[src/ucb_pkg.sv]
`default_nettype none
package ucb_pkg;

  // ==========================================================
  // register byte offsets
  localparam logic [7:0] OFS_CTRL2   = 8'h00;
  localparam logic [7:0] OFS_DIVISOR = 8'h04;
  localparam logic [7:0] OFS_CONFIG  = 8'h08;
  localparam logic [7:0] OFS_FLAGS   = 8'h0c;
  localparam logic [7:0] OFS_RXDATA  = 8'h10;
  localparam logic [7:0] OFS_IRQ_STS = 8'h14;
  localparam logic [7:0] OFS_IRQ_CLR = 8'h18;
  localparam logic [7:0] OFS_IRQ_EN  = 8'h1c;
  localparam int         NUM_REGS    = 8;

  // ==========================================================
  // uart_control_two fields
  localparam int C2_TX_ENABLE_BIT = 7;
  localparam int C2_RX_ENABLE_BIT = 6;
  localparam int C2_BAUD_SPEED_SEL = 5;
  localparam int C2_ADDR = 4;
  localparam int C2_WAKE = 3;
  localparam int C2_RIE  = 2;
  localparam int C2_TX_IDLE_IRQ_EN = 1;
  localparam int C2_TX_EMPTY_IRQ_EN = 0;
  localparam logic [7:0] CTRL2_RST = 8'h00;

  // ==========================================================
  // config register fields
  localparam int CFG_ON  = 0;
  localparam int CFG_WLS = 1;
  localparam int CFG_BRK = 2;
  localparam int CFG_W   = 3;
  localparam logic [2:0] CFG_RST = 3'h0;

  // ==========================================================
  // interrupt status layout
  localparam int IRQ_RX   = 0;
  localparam int IRQ_OVR  = 1;
  localparam int IRQ_TIDL = 2;
  localparam int IRQ_TEMP = 3;
  localparam int IRQ_ADDR = 4;
  localparam int IRQ_WAKE = 5;
  localparam int IRQ_W    = 6;

  // ==========================================================
  // baud generator
  localparam logic [5:0] PRE_TOP_LOW  = 6'h3f;  // divide by 64
  localparam logic [5:0] PRE_TOP_HIGH = 6'h0f;  // divide by 16
  localparam logic [7:0] DIV_RST      = 8'h00;  // value undefined, zero chosen

  // ==========================================================
  // bus answers
  localparam logic [1:0] RESP_OKAY   = 2'h0;
  localparam logic [1:0] RESP_SLVERR = 2'h2;

endpackage : ucb_pkg
`default_nettype wire

[src/ucb_uart_ctrl.sv]
// Our own choices: the register offsets and the AXI4-Lite interface to the registers.
`timescale 1ns/1ps
`default_nettype none

// Summary of operation
// RQ1 - tx disabled: abort, reset transmitter, float TX
// RQ2 - drive TX only when tx and uart enabled
// RQ3 - rx disabled: abort, reset receiver, float RX
// RQ4 - receiver owns RX only when both enabled
// RQ5 - bit rate clock over 64 or 16 times N+1
// RQ6 - free running 8-bit counter times bit periods
// RQ7 - divisor is 8-bit read/write value N
// RQ8 - address word when top data bit set
// RQ9 - address words raise receive interrupt when enabled
// RQ10 - non-address words discarded, no interrupt
// RQ11 - RX falling edge wakes when clock stopped
// RQ12 - no wake while clock runs or disabled
// RQ13 - rx enable gates overrun and full interrupts
// RQ14 - idle enable gates transmitter idle interrupt
// RQ15 - empty enable gates transmitter empty interrupt
// RQ16 - uart off clears enables, flags; sets idles
// RQ17 - uart off resets baud counter only
// RQ18 - interrupt is OR of enabled sources
// RQ19 - reload on terminal count, scaled bit tick
module ucb_uart_ctrl
  import ucb_pkg::*;
#(
  parameter int DIV_W = 8,
  parameter int ADDR_W = 8
) (
  input  wire logic              aclk,
  input  wire logic              aresetn,
  input  wire logic [ADDR_W-1:0] s_axi_awaddr,
  input  wire logic              s_axi_awvalid,
  output logic                   s_axi_awready,
  input  wire logic [31:0]       s_axi_wdata,
  input  wire logic [3:0]        s_axi_wstrb,
  input  wire logic              s_axi_wvalid,
  output logic                   s_axi_wready,
  output logic [1:0]             s_axi_bresp,
  output logic                   s_axi_bvalid,
  input  wire logic              s_axi_bready,
  input  wire logic [ADDR_W-1:0] s_axi_araddr,
  input  wire logic              s_axi_arvalid,
  output logic                   s_axi_arready,
  output logic [31:0]            s_axi_rdata,
  output logic [1:0]             s_axi_rresp,
  output logic                   s_axi_rvalid,
  input  wire logic              s_axi_rready,
  input  wire logic              tx_serial_i,
  input  wire logic              tx_idle_i,
  input  wire logic              tx_empty_i,
  input  wire logic              rx_idle_i,
  input  wire logic              rx_word_valid_i,
  input  wire logic [8:0]        rx_word_i,
  input  wire logic              rx_pin_i,
  input  wire logic              uart_clk_on_i,
  output logic                   tx_pin_o,
  output logic                   tx_pin_oe_n,
  output logic                   rx_serial_o,
  output logic                   tx_run_o,
  output logic                   rx_run_o,
  output logic                   word_len_sel_o,
  output logic                   break_ctl_o,
  output logic                   baud_sample_tick_o,
  output logic                   baud_bit_tick_o,
  output logic                   irq_o
);
  import ucb_pkg::*;

  // ==========================================================
  // elaboration checks
  if (DIV_W != 8) begin : g_bad_div
    $error("ucb_uart_ctrl: DIV_W must be 8");
  end
  if (ADDR_W < 5 || ADDR_W > 8) begin : g_bad_addr
    $error("ucb_uart_ctrl: ADDR_W must be 5 to 8");
  end

  // ==========================================================
  // state
  typedef struct packed {
    logic              aw_got;
    logic              w_got;
    logic [ADDR_W-1:0] aw_addr;
    logic [31:0]       w_data;
    logic              w_lane0;
    logic              awready;
    logic              wready;
    logic              bvalid;
    logic [1:0]        bresp;
    logic              arready;
    logic              rvalid;
    logic [31:0]       rdata;
    logic [1:0]        rresp;
    logic [7:0]        ctrl2;
    logic [DIV_W-1:0]  divisor;
    logic [CFG_W-1:0]  cfg;
    logic [IRQ_W-1:0]  irq_en;
    logic [IRQ_W-1:0]  irq_sts;
    logic              rx_full;
    logic              overrun;
    logic [8:0]        rx_data;
    logic [DIV_W-1:0]  div_cnt;
    logic [5:0]        pre_cnt;
    logic              sample_tick;
    logic              bit_tick;
    logic              rx_s1;
    logic              rx_s2;
    logic              rx_s3;
    logic              clk_s1;
    logic              clk_s2;
    logic              tx_idle_flag_p;
    logic              tempty_p;
    logic              tx_pin;
    logic              tx_oe_n;
    logic              rx_serial;
    logic              tx_run;
    logic              rx_run;
    logic              irq;
  } ucb_state_s;

  ucb_state_s q;
  ucb_state_s d;

  // ==========================================================
  // address decode, shared by read and write paths
  function automatic logic [3:0] ucb_decode(input logic [ADDR_W-1:0] a);
    logic [7:0] ab;
    ab = 8'(a);
    ucb_decode = 4'h8;
    if (ab[1:0] == 2'h0 && ab < 8'(NUM_REGS * 4)) begin
      ucb_decode = 4'(ab[7:2]);
    end
  endfunction

  localparam logic [3:0] IX_CTRL2   = 4'(OFS_CTRL2 >> 2);
  localparam logic [3:0] IX_DIVISOR = 4'(OFS_DIVISOR >> 2);
  localparam logic [3:0] IX_CONFIG  = 4'(OFS_CONFIG >> 2);
  localparam logic [3:0] IX_FLAGS   = 4'(OFS_FLAGS >> 2);
  localparam logic [3:0] IX_RXDATA  = 4'(OFS_RXDATA >> 2);
  localparam logic [3:0] IX_IRQ_STS = 4'(OFS_IRQ_STS >> 2);
  localparam logic [3:0] IX_IRQ_CLR = 4'(OFS_IRQ_CLR >> 2);
  localparam logic [3:0] IX_IRQ_EN  = 4'(OFS_IRQ_EN >> 2);

  // ==========================================================
  // next state
  always_comb begin
    logic             on;
    logic             tx_en;
    logic             rx_en;
    logic             do_wr;
    logic [3:0]       wix;
    logic [3:0]       rix;
    logic [IRQ_W-1:0] clr;
    logic [IRQ_W-1:0] ev;
    logic [IRQ_W-1:0] gate;
    logic             rd_clr;
    logic             addr_bit;
    logic             keep;
    logic             tx_idle_flag_f;
    logic             tempty_f;
    logic             rx_idle_f;
    logic [5:0]       pre_top;
    d         = q;
    on        = q.cfg[CFG_ON];
    tx_en     = on & q.ctrl2[C2_TX_ENABLE_BIT];
    rx_en     = on & q.ctrl2[C2_RX_ENABLE_BIT];
    do_wr     = 1'b0;
    wix       = 4'h8;
    rix       = 4'h8;
    clr       = '0;
    ev        = '0;
    gate      = '0;
    rd_clr    = 1'b0;
    addr_bit  = 1'b0;
    keep      = 1'b0;
    pre_top   = PRE_TOP_LOW;
    tx_idle_flag_f   = ~tx_en | tx_idle_i;   // [RQ16]
    tempty_f  = ~tx_en | tx_empty_i;  // [RQ16]
    rx_idle_f = ~rx_en | rx_idle_i;   // [RQ16]

    // ==========================================================
    // pin synchronisers
    d.rx_s1  = rx_pin_i;
    d.rx_s2  = q.rx_s1;
    d.rx_s3  = q.rx_s2;
    d.clk_s1 = uart_clk_on_i;
    d.clk_s2 = q.clk_s1;

    // ==========================================================
    // write channel, address and data in either order
    if (s_axi_awvalid && q.awready) begin
      d.aw_got  = 1'b1;
      d.aw_addr = s_axi_awaddr;
    end
    if (s_axi_wvalid && q.wready) begin
      d.w_got   = 1'b1;
      d.w_data  = s_axi_wdata;
      d.w_lane0 = s_axi_wstrb[0];
    end
    if (q.bvalid && s_axi_bready) begin
      d.bvalid = 1'b0;
    end
    if (q.aw_got && q.w_got && !q.bvalid) begin
      do_wr    = 1'b1;
      wix      = ucb_decode(q.aw_addr);
      d.aw_got = 1'b0;
      d.w_got  = 1'b0;
      d.bvalid = 1'b1;
      d.bresp  = (wix[3] || wix == IX_FLAGS || wix == IX_RXDATA || wix == IX_IRQ_STS) ?
                 RESP_SLVERR : RESP_OKAY;
    end
    if (do_wr && q.w_lane0) begin
      case (wix)
        IX_CTRL2:   d.ctrl2   = q.w_data[7:0];
        IX_DIVISOR: d.divisor = q.w_data[DIV_W-1:0];  // [RQ7]
        IX_CONFIG:  d.cfg     = q.w_data[CFG_W-1:0];
        IX_IRQ_CLR: clr       = q.w_data[IRQ_W-1:0];
        IX_IRQ_EN:  d.irq_en  = q.w_data[IRQ_W-1:0];
        default:    d.cfg     = d.cfg;
      endcase
    end

    // ==========================================================
    // read channel
    if (q.rvalid && s_axi_rready) begin
      d.rvalid = 1'b0;
    end
    if (s_axi_arvalid && q.arready) begin
      rix      = ucb_decode(s_axi_araddr);
      d.rvalid = 1'b1;
      d.rresp  = (rix[3] || rix == IX_IRQ_CLR) ? RESP_SLVERR : RESP_OKAY;
      d.rdata  = '0;
      case (rix)
        IX_CTRL2:   d.rdata[7:0]       = q.ctrl2;
        IX_DIVISOR: d.rdata[DIV_W-1:0] = q.divisor;
        IX_CONFIG:  d.rdata[CFG_W-1:0] = q.cfg;
        IX_FLAGS:   d.rdata[4:0]       = {rx_idle_f, tx_idle_flag_f, tempty_f, q.overrun, q.rx_full};
        IX_RXDATA: begin
          d.rdata[8:0] = q.rx_data;
          rd_clr       = 1'b1;
        end
        IX_IRQ_STS: d.rdata[IRQ_W-1:0] = q.irq_sts;
        IX_IRQ_EN:  d.rdata[IRQ_W-1:0] = q.irq_en;
        default:    d.rdata            = '0;
      endcase
    end

    // ==========================================================
    // baud generator
    pre_top       = q.ctrl2[C2_BAUD_SPEED_SEL] ? PRE_TOP_HIGH : PRE_TOP_LOW;  // [RQ5]
    d.sample_tick = 1'b0;
    d.bit_tick    = 1'b0;
    if (!on) begin
      d.div_cnt = DIV_RST;  // [RQ17]
      d.pre_cnt = '0;       // [RQ17]
    end else if (q.div_cnt == '0) begin
      d.div_cnt     = q.divisor;  // [RQ6] [RQ19]
      d.sample_tick = 1'b1;
      if (q.pre_cnt >= pre_top) begin
        d.pre_cnt  = '0;
        d.bit_tick = 1'b1;  // [RQ5] [RQ19]
      end else begin
        d.pre_cnt = q.pre_cnt + 6'h01;
      end
    end else begin
      d.div_cnt = q.div_cnt - DIV_W'(1);  // [RQ6]
    end

    // ==========================================================
    // receive word acceptance; reading data clears, a new word wins
    if (rd_clr) begin
      d.rx_full = 1'b0;
      d.overrun = 1'b0;
    end
    addr_bit = q.cfg[CFG_WLS] ? rx_word_i[8] : rx_word_i[7];  // [RQ8]
    keep     = ~q.ctrl2[C2_ADDR] | addr_bit;                   // [RQ10]
    if (rx_word_valid_i && rx_en && keep) begin
      ev[IRQ_ADDR] = q.ctrl2[C2_ADDR];  // [RQ9]
      if (q.rx_full && !rd_clr) begin
        // held word is kept; newcomer is lost
        d.overrun    = 1'b1;
        ev[IRQ_OVR]  = ~q.overrun;
      end else begin
        d.rx_data    = rx_word_i;
        d.rx_full    = 1'b1;
        ev[IRQ_RX]   = 1'b1;
      end
    end

    // ==========================================================
    // transmitter flags and wake-up
    d.tx_idle_flag_p      = tx_idle_flag_f;
    d.tempty_p     = tempty_f;
    ev[IRQ_TIDL]   = tx_idle_flag_f & ~q.tx_idle_flag_p;    // [RQ14]
    ev[IRQ_TEMP]   = tempty_f & ~q.tempty_p;  // [RQ15]
    // stopped-clock status is synchronised; wake only then
    ev[IRQ_WAKE]   = q.rx_s3 & ~q.rx_s2 & q.ctrl2[C2_WAKE] & ~q.clk_s2;  // [RQ11] [RQ12]

    // ==========================================================
    // uart off forces state
    if (!d.cfg[CFG_ON]) begin
      d.ctrl2[C2_TX_ENABLE_BIT] = 1'b0;  // [RQ16]
      d.ctrl2[C2_RX_ENABLE_BIT] = 1'b0;  // [RQ16]
      d.cfg[CFG_BRK]   = 1'b0;  // [RQ16]
      d.rx_full        = 1'b0;  // [RQ16]
      d.overrun        = 1'b0;  // [RQ16]
    end

    // ==========================================================
    // interrupt: set wins over clear
    d.irq_sts       = (q.irq_sts & ~clr) | ev;
    gate[IRQ_RX]    = d.ctrl2[C2_RIE];   // [RQ13]
    gate[IRQ_OVR]   = d.ctrl2[C2_RIE];   // [RQ13]
    gate[IRQ_TIDL]  = d.ctrl2[C2_TX_IDLE_IRQ_EN];  // [RQ14]
    gate[IRQ_TEMP]  = d.ctrl2[C2_TX_EMPTY_IRQ_EN];  // [RQ15]
    gate[IRQ_ADDR]  = d.ctrl2[C2_RIE];   // [RQ9]
    gate[IRQ_WAKE]  = 1'b1;              // [RQ11]
    d.irq           = |(d.irq_sts & d.irq_en & gate);  // [RQ18]

    // ==========================================================
    // pins and engine controls
    d.tx_run    = d.cfg[CFG_ON] & d.ctrl2[C2_TX_ENABLE_BIT];  // [RQ1]
    d.rx_run    = d.cfg[CFG_ON] & d.ctrl2[C2_RX_ENABLE_BIT];  // [RQ3]
    d.tx_oe_n   = ~d.tx_run;                          // [RQ1] [RQ2]
    d.tx_pin    = d.tx_run ? (tx_serial_i & ~d.cfg[CFG_BRK]) : 1'b1;  // [RQ2]
    d.rx_serial = d.rx_run ? q.rx_s2 : 1'b1;          // [RQ3] [RQ4]

    // ==========================================================
    // channel readiness
    d.awready = ~d.aw_got & ~d.bvalid;
    d.wready  = ~d.w_got & ~d.bvalid;
    d.arready = ~d.rvalid;
  end

  // ==========================================================
  // registers
  always_ff @(posedge aclk) begin
    if (!aresetn) begin
      q          <= '0;
      q.ctrl2    <= CTRL2_RST;
      q.cfg      <= CFG_RST;
      q.divisor  <= DIV_RST;
      q.div_cnt  <= DIV_RST;
      q.rx_s1    <= 1'b1;
      q.rx_s2    <= 1'b1;
      q.rx_s3    <= 1'b1;
      q.tx_idle_flag_p  <= 1'b1;
      q.tempty_p <= 1'b1;
      q.tx_pin   <= 1'b1;
      q.tx_oe_n  <= 1'b1;
      q.rx_serial <= 1'b1;
    end else begin
      q <= d;
    end
  end

  // ==========================================================
  // outputs
  assign s_axi_awready      = q.awready;
  assign s_axi_wready       = q.wready;
  assign s_axi_bresp        = q.bresp;
  assign s_axi_bvalid       = q.bvalid;
  assign s_axi_arready      = q.arready;
  assign s_axi_rdata        = q.rdata;
  assign s_axi_rresp        = q.rresp;
  assign s_axi_rvalid       = q.rvalid;
  assign tx_pin_o           = q.tx_pin;
  assign tx_pin_oe_n        = q.tx_oe_n;
  assign rx_serial_o        = q.rx_serial;
  assign tx_run_o           = q.tx_run;
  assign rx_run_o           = q.rx_run;
  assign word_len_sel_o     = q.cfg[CFG_WLS];
  assign break_ctl_o        = q.cfg[CFG_BRK];
  assign baud_sample_tick_o = q.sample_tick;
  assign baud_bit_tick_o    = q.bit_tick;
  assign irq_o              = q.irq;

endmodule : ucb_uart_ctrl
`default_nettype wire

[config.mk]
export PLATFORM = sky130hd
export DESIGN_NAME = ucb_uart_ctrl
export DESIGN_NICKNAME = d
export VERILOG_FILES = /design/src/ucb_pkg.sv /design/src/ucb_uart_ctrl.sv
export SDC_FILE = /design/constraint.sdc
export NUM_CORES = 1
export LEC_CHECK = 0
export BUFFER_PORTS_ARGS = -buffer_cell sky130_fd_sc_hd__buf_2
export CAP_MARGIN = 25
export CORE_ASPECT_RATIO = 0.8
export CORE_MARGIN = 5
export CORE_UTILIZATION = 50
export CTS_BUF_LIST = sky130_fd_sc_hd__clkbuf_16
export CTS_CLUSTER_DIAMETER = 60
export DETAILED_ROUTE_END_ITERATION = 12
export MAX_ROUTING_LAYER = met4
export PLACE_DENSITY = 0.81
export SYNTH_ARGS = -nofsm -noshare
export SYNTH_HDL_FRONTEND = slang
export SYNTH_SLANG_ARGS = --single-unit
[constraint.sdc]
create_clock -name aclk -period 3.1 [get_ports aclk]
set_clock_uncertainty 0.2 [all_clocks]
set_input_delay 0 -clock aclk [delete_from_list [all_inputs] [get_ports aclk]]
set_output_delay 0 -clock aclk [all_outputs]
set_load 0.02 [all_outputs]
==> flow_summary.ini <==
[outcome]
status = finished clean

[sta]
worst-slew-pin-transition_ns = 0.704
finalHoldViolCount = 0
fin_tns_setup_ns = 0
max_slew_margin_pct = 52.7
timing.final.crit_period_ns = 2.59
rsz0062_at_grt = false
max_freq_ghz = 0.386
setup_viol_count_final = 0
slew_viol_final = 0
fin_crit_sh_pct = 83.6

[setup_path]
worst_ep_arrival_time_ns = 2.63
critPathRequiredTime_ns = 3.14
max_stage_delay_ns = 0.50
worst_setup_path_end_kind = register
crit_type = register to register
critPathLaunchType = register
path_cells = nor4_2 -> nand4_2 -> mux2_1 -> a211o_1 -> a221o_1
startpoint = q[146]$_SDFFE_PN0P_
crit-reg2reg-launch = q[146]$_SDFFE_PN0P_
cp_slowest_cell = nor4_2
crit_fanout = 6
reg2reg_slack_ns = 0.51

[run]
maxCapViolations = 0

[yosys]
synth_edf_count = 0
synth_top_area_share_pct = 43.4
yosysSeqAreaShare_pct = 43.4
syn_avg_cell_area_sq_um = 8.78
yosysWarnings = 0
synth-seq-cells = 104
synth.most_common_cell = dfxtp_1
ys.flop_type = dfxtp_1
syn_inst = 547
yosysUniqueCellTypes = 66
synth_common_cells = dfxtp_1 (104), nand2_1 (87), buf_4 (36), nor2_1 (36), mux2i_1 (26)
yosys-top-cells-area = dfxtp_1 (43%), nand2_1 (6.8%), buf_4 (5.6%), mux2i_1 (5.4%), a21boi_0 (3.1%)
synth_area_sq_um = 4800
post-synth-top-area-cell = dfxtp_1
async_flop_share_pct = 0

[floorplan]
coreArea_sq_um = 9530
ioPinCount = 126
initial_core_util_pct = 50.4
die_area_sq_um = 11700
fp-row-count = 32
chipHeight_um = 97.7
die_width_um = 120

[cts]
cts.path.max_buffers = 2
cts.clk_slew.worst_paths_ns = 0.07
numCtsBuffers = 9
cts.sinks = 104
clk_latency_ns = 0.36
htree_levels = 3
cts-root-buf = clkbuf_16
cts_tree = yes
ctsResizeCount = 0

[routing]
vias = 4218
wire_per_inst_um = 16.2
viasPerCell = 5.41
drt_iter0_drc = 337
wl_um = 12600
ant_nets = 0
drc = 0
drt_pass1_iterations = 5

[min_path]
hold_path_startpoint = s_axi_araddr[6]
hold_class = primary input to register

[layout]
layout-drive-gt1-share_pct = 16.0
diodes = 0
layoutNonFillerInstCount = 780
fillers = 752
syn2layout_area_growth_pct = 24.5
nets = 735

[power_and_ir_drop]
ir_drop_mv = 0.319
p_per_area_nw_per_um2 = 470
leakage_nw = 2.51

[global_route]
grt_use_total_pct = 22.5
antenna_found_initial = 0
grt_max_degree = 45
grt_pass1_wl_um = 20600
grt_pass1_vias = 4186
gr-total-overflow = 0

[placement]
routabilityCongestion = 0.897
port_buffers = 73
dpl.cell_count = 703
dp_hpwl_um = 8310
==> sequential cells by signal (all words and copies together) (netlist names) <==
| name | count |
|---|---|
| s_axi_rdata | 9 |
| tx_pin_oe_n | 1 |
| rx_run_o | 1 |
| rx_serial_o | 1 |
| d | 3 |
| s_axi_rvalid | 1 |
| s_axi_awready | 1 |
| baud_bit_tick_o | 1 |
| tx_pin_o | 1 |
| s_axi_rresp | 1 |
| s_axi_arready | 1 |
| s_axi_bresp | 1 |
| q | 76 |
| word_len_sel_o | 1 |
| s_axi_bvalid | 1 |
| s_axi_wready | 1 |
| irq_o | 1 |
| break_ctl_o | 1 |
| baud_sample_tick_o | 1 |
==> cells by family after synthesis <==
kind of cell	share of synthesized area (%)
and+or+nand+nor	23.4
AOI/OAI and AO/OA	14.7
other	0.0781
xor gates and xnor gates	1.09
muxes	7.53
DFF	43.4
buffers and inverters	8.81
adders and majority gates	1.04
==> metal layers <==
| layer | GRT usage, % | part of all wire, % | up-vias |
|---|---|---|---|
| met2 | 36.4 | 48 | 159 |
| met5 | - | 0 | - |
| met4 | 7.22 | 2.1 | 0 |
| met3 | 5.12 | 6.9 | 28 |
| li1 | - | - | 2038 |
| met1 | 27.9 | 43 | 1993 |
==> through the flow <==
step	area, sq um	hold slack (ns)	power [mW]	utilization [%]	worst slack, ns
final	5980	0.0315	2.81	62.7	0.507
after global routing	5980	0.115	2.91	62.7	0.364
after CTS	5980	0.0242	2.81	62.7	0.517
after detailed placement	5050	-0.0156	1.59	53.0	0.547
after global placement	5050	-0.0159	1.58	53.0	0.624
after floorplan	4890	-0.0985	1.55	-	0.781
==> worst max-delay path: cells and delay by family (launching register included) <==
family / cells / cell delay (ns)
compound gates: 2 / 0.64
mux: 1 / 0.43
simple gates: 2 / 0.87
flops: 1 / 0.33
==> power by group <==
group / internal, mW / total, mW / leakage [nW] / switching (mW)
sequential: 1.36 / 1.38 / 0.842 / 0.0239
clock: 0.645 / 1.19 / 0.150 / 0.546
combinational: 0.115 / 0.239 / 1.52 / 0.124
==> worst paths after layout <==
| kind | depth (start not counted) | to |
|---|---|---|
| max reg2reg | 5 | irq_o$_SDFF_PN0_ |
| min reg2reg | 1 | d[10]$_SDFF_PN1_ |
| max | 5 | irq_o$_SDFF_PN0_ |
| min | 5 | q[39]$_SDFF_PN0_ |
==> area by class of cell <==
| cell class | count | area [sq um] | share of cell area (%) |
|---|---|---|---|
| clock buffers | 9 | 225 | 3.77 |
| clock inverters | 7 | 86.3 | 1.44 |
| inverters | 13 | 48.8 | 0.816 |
| multi-input cells | 391 | 2390 | 39.9 |
| flip-flops and latches | 104 | 2080 | 34.8 |
| well taps | 119 | 149 | 2.49 |
| repair buffers | 137 | 998 | 16.7 |
==> repair_timing <==
item | 4_1_cts | 5_1_grt
endpoints found under the hold margin | 59 | 0
buffers inserted | 0 | 0
hold buffers | 61 | 0
==> layout by cell type, fill, tap and decap left out, drive strengths merged, types with 3 or more instances in the layout <==
cell / n
a211oi: 7
a21boi: 35
a21oi: 18
a22o: 3
a31o: 3
and2: 10
and3: 3
buf: 76
clkbuf: 9
conb: 25
dfxtp: 104
dlygate4sd3: 61
ha: 4
inv: 17
mux2: 3
mux2i: 26
mux4: 3
nand2: 87
nand2b: 10
nand3: 13
nand4: 4
nor2: 36
nor2b: 21
nor3: 11
nor3b: 4
nor4: 7
o21ai: 15
or2: 3
or4: 4
xor2: 4
Note: power is estimated with default switching activity, not from simulation.
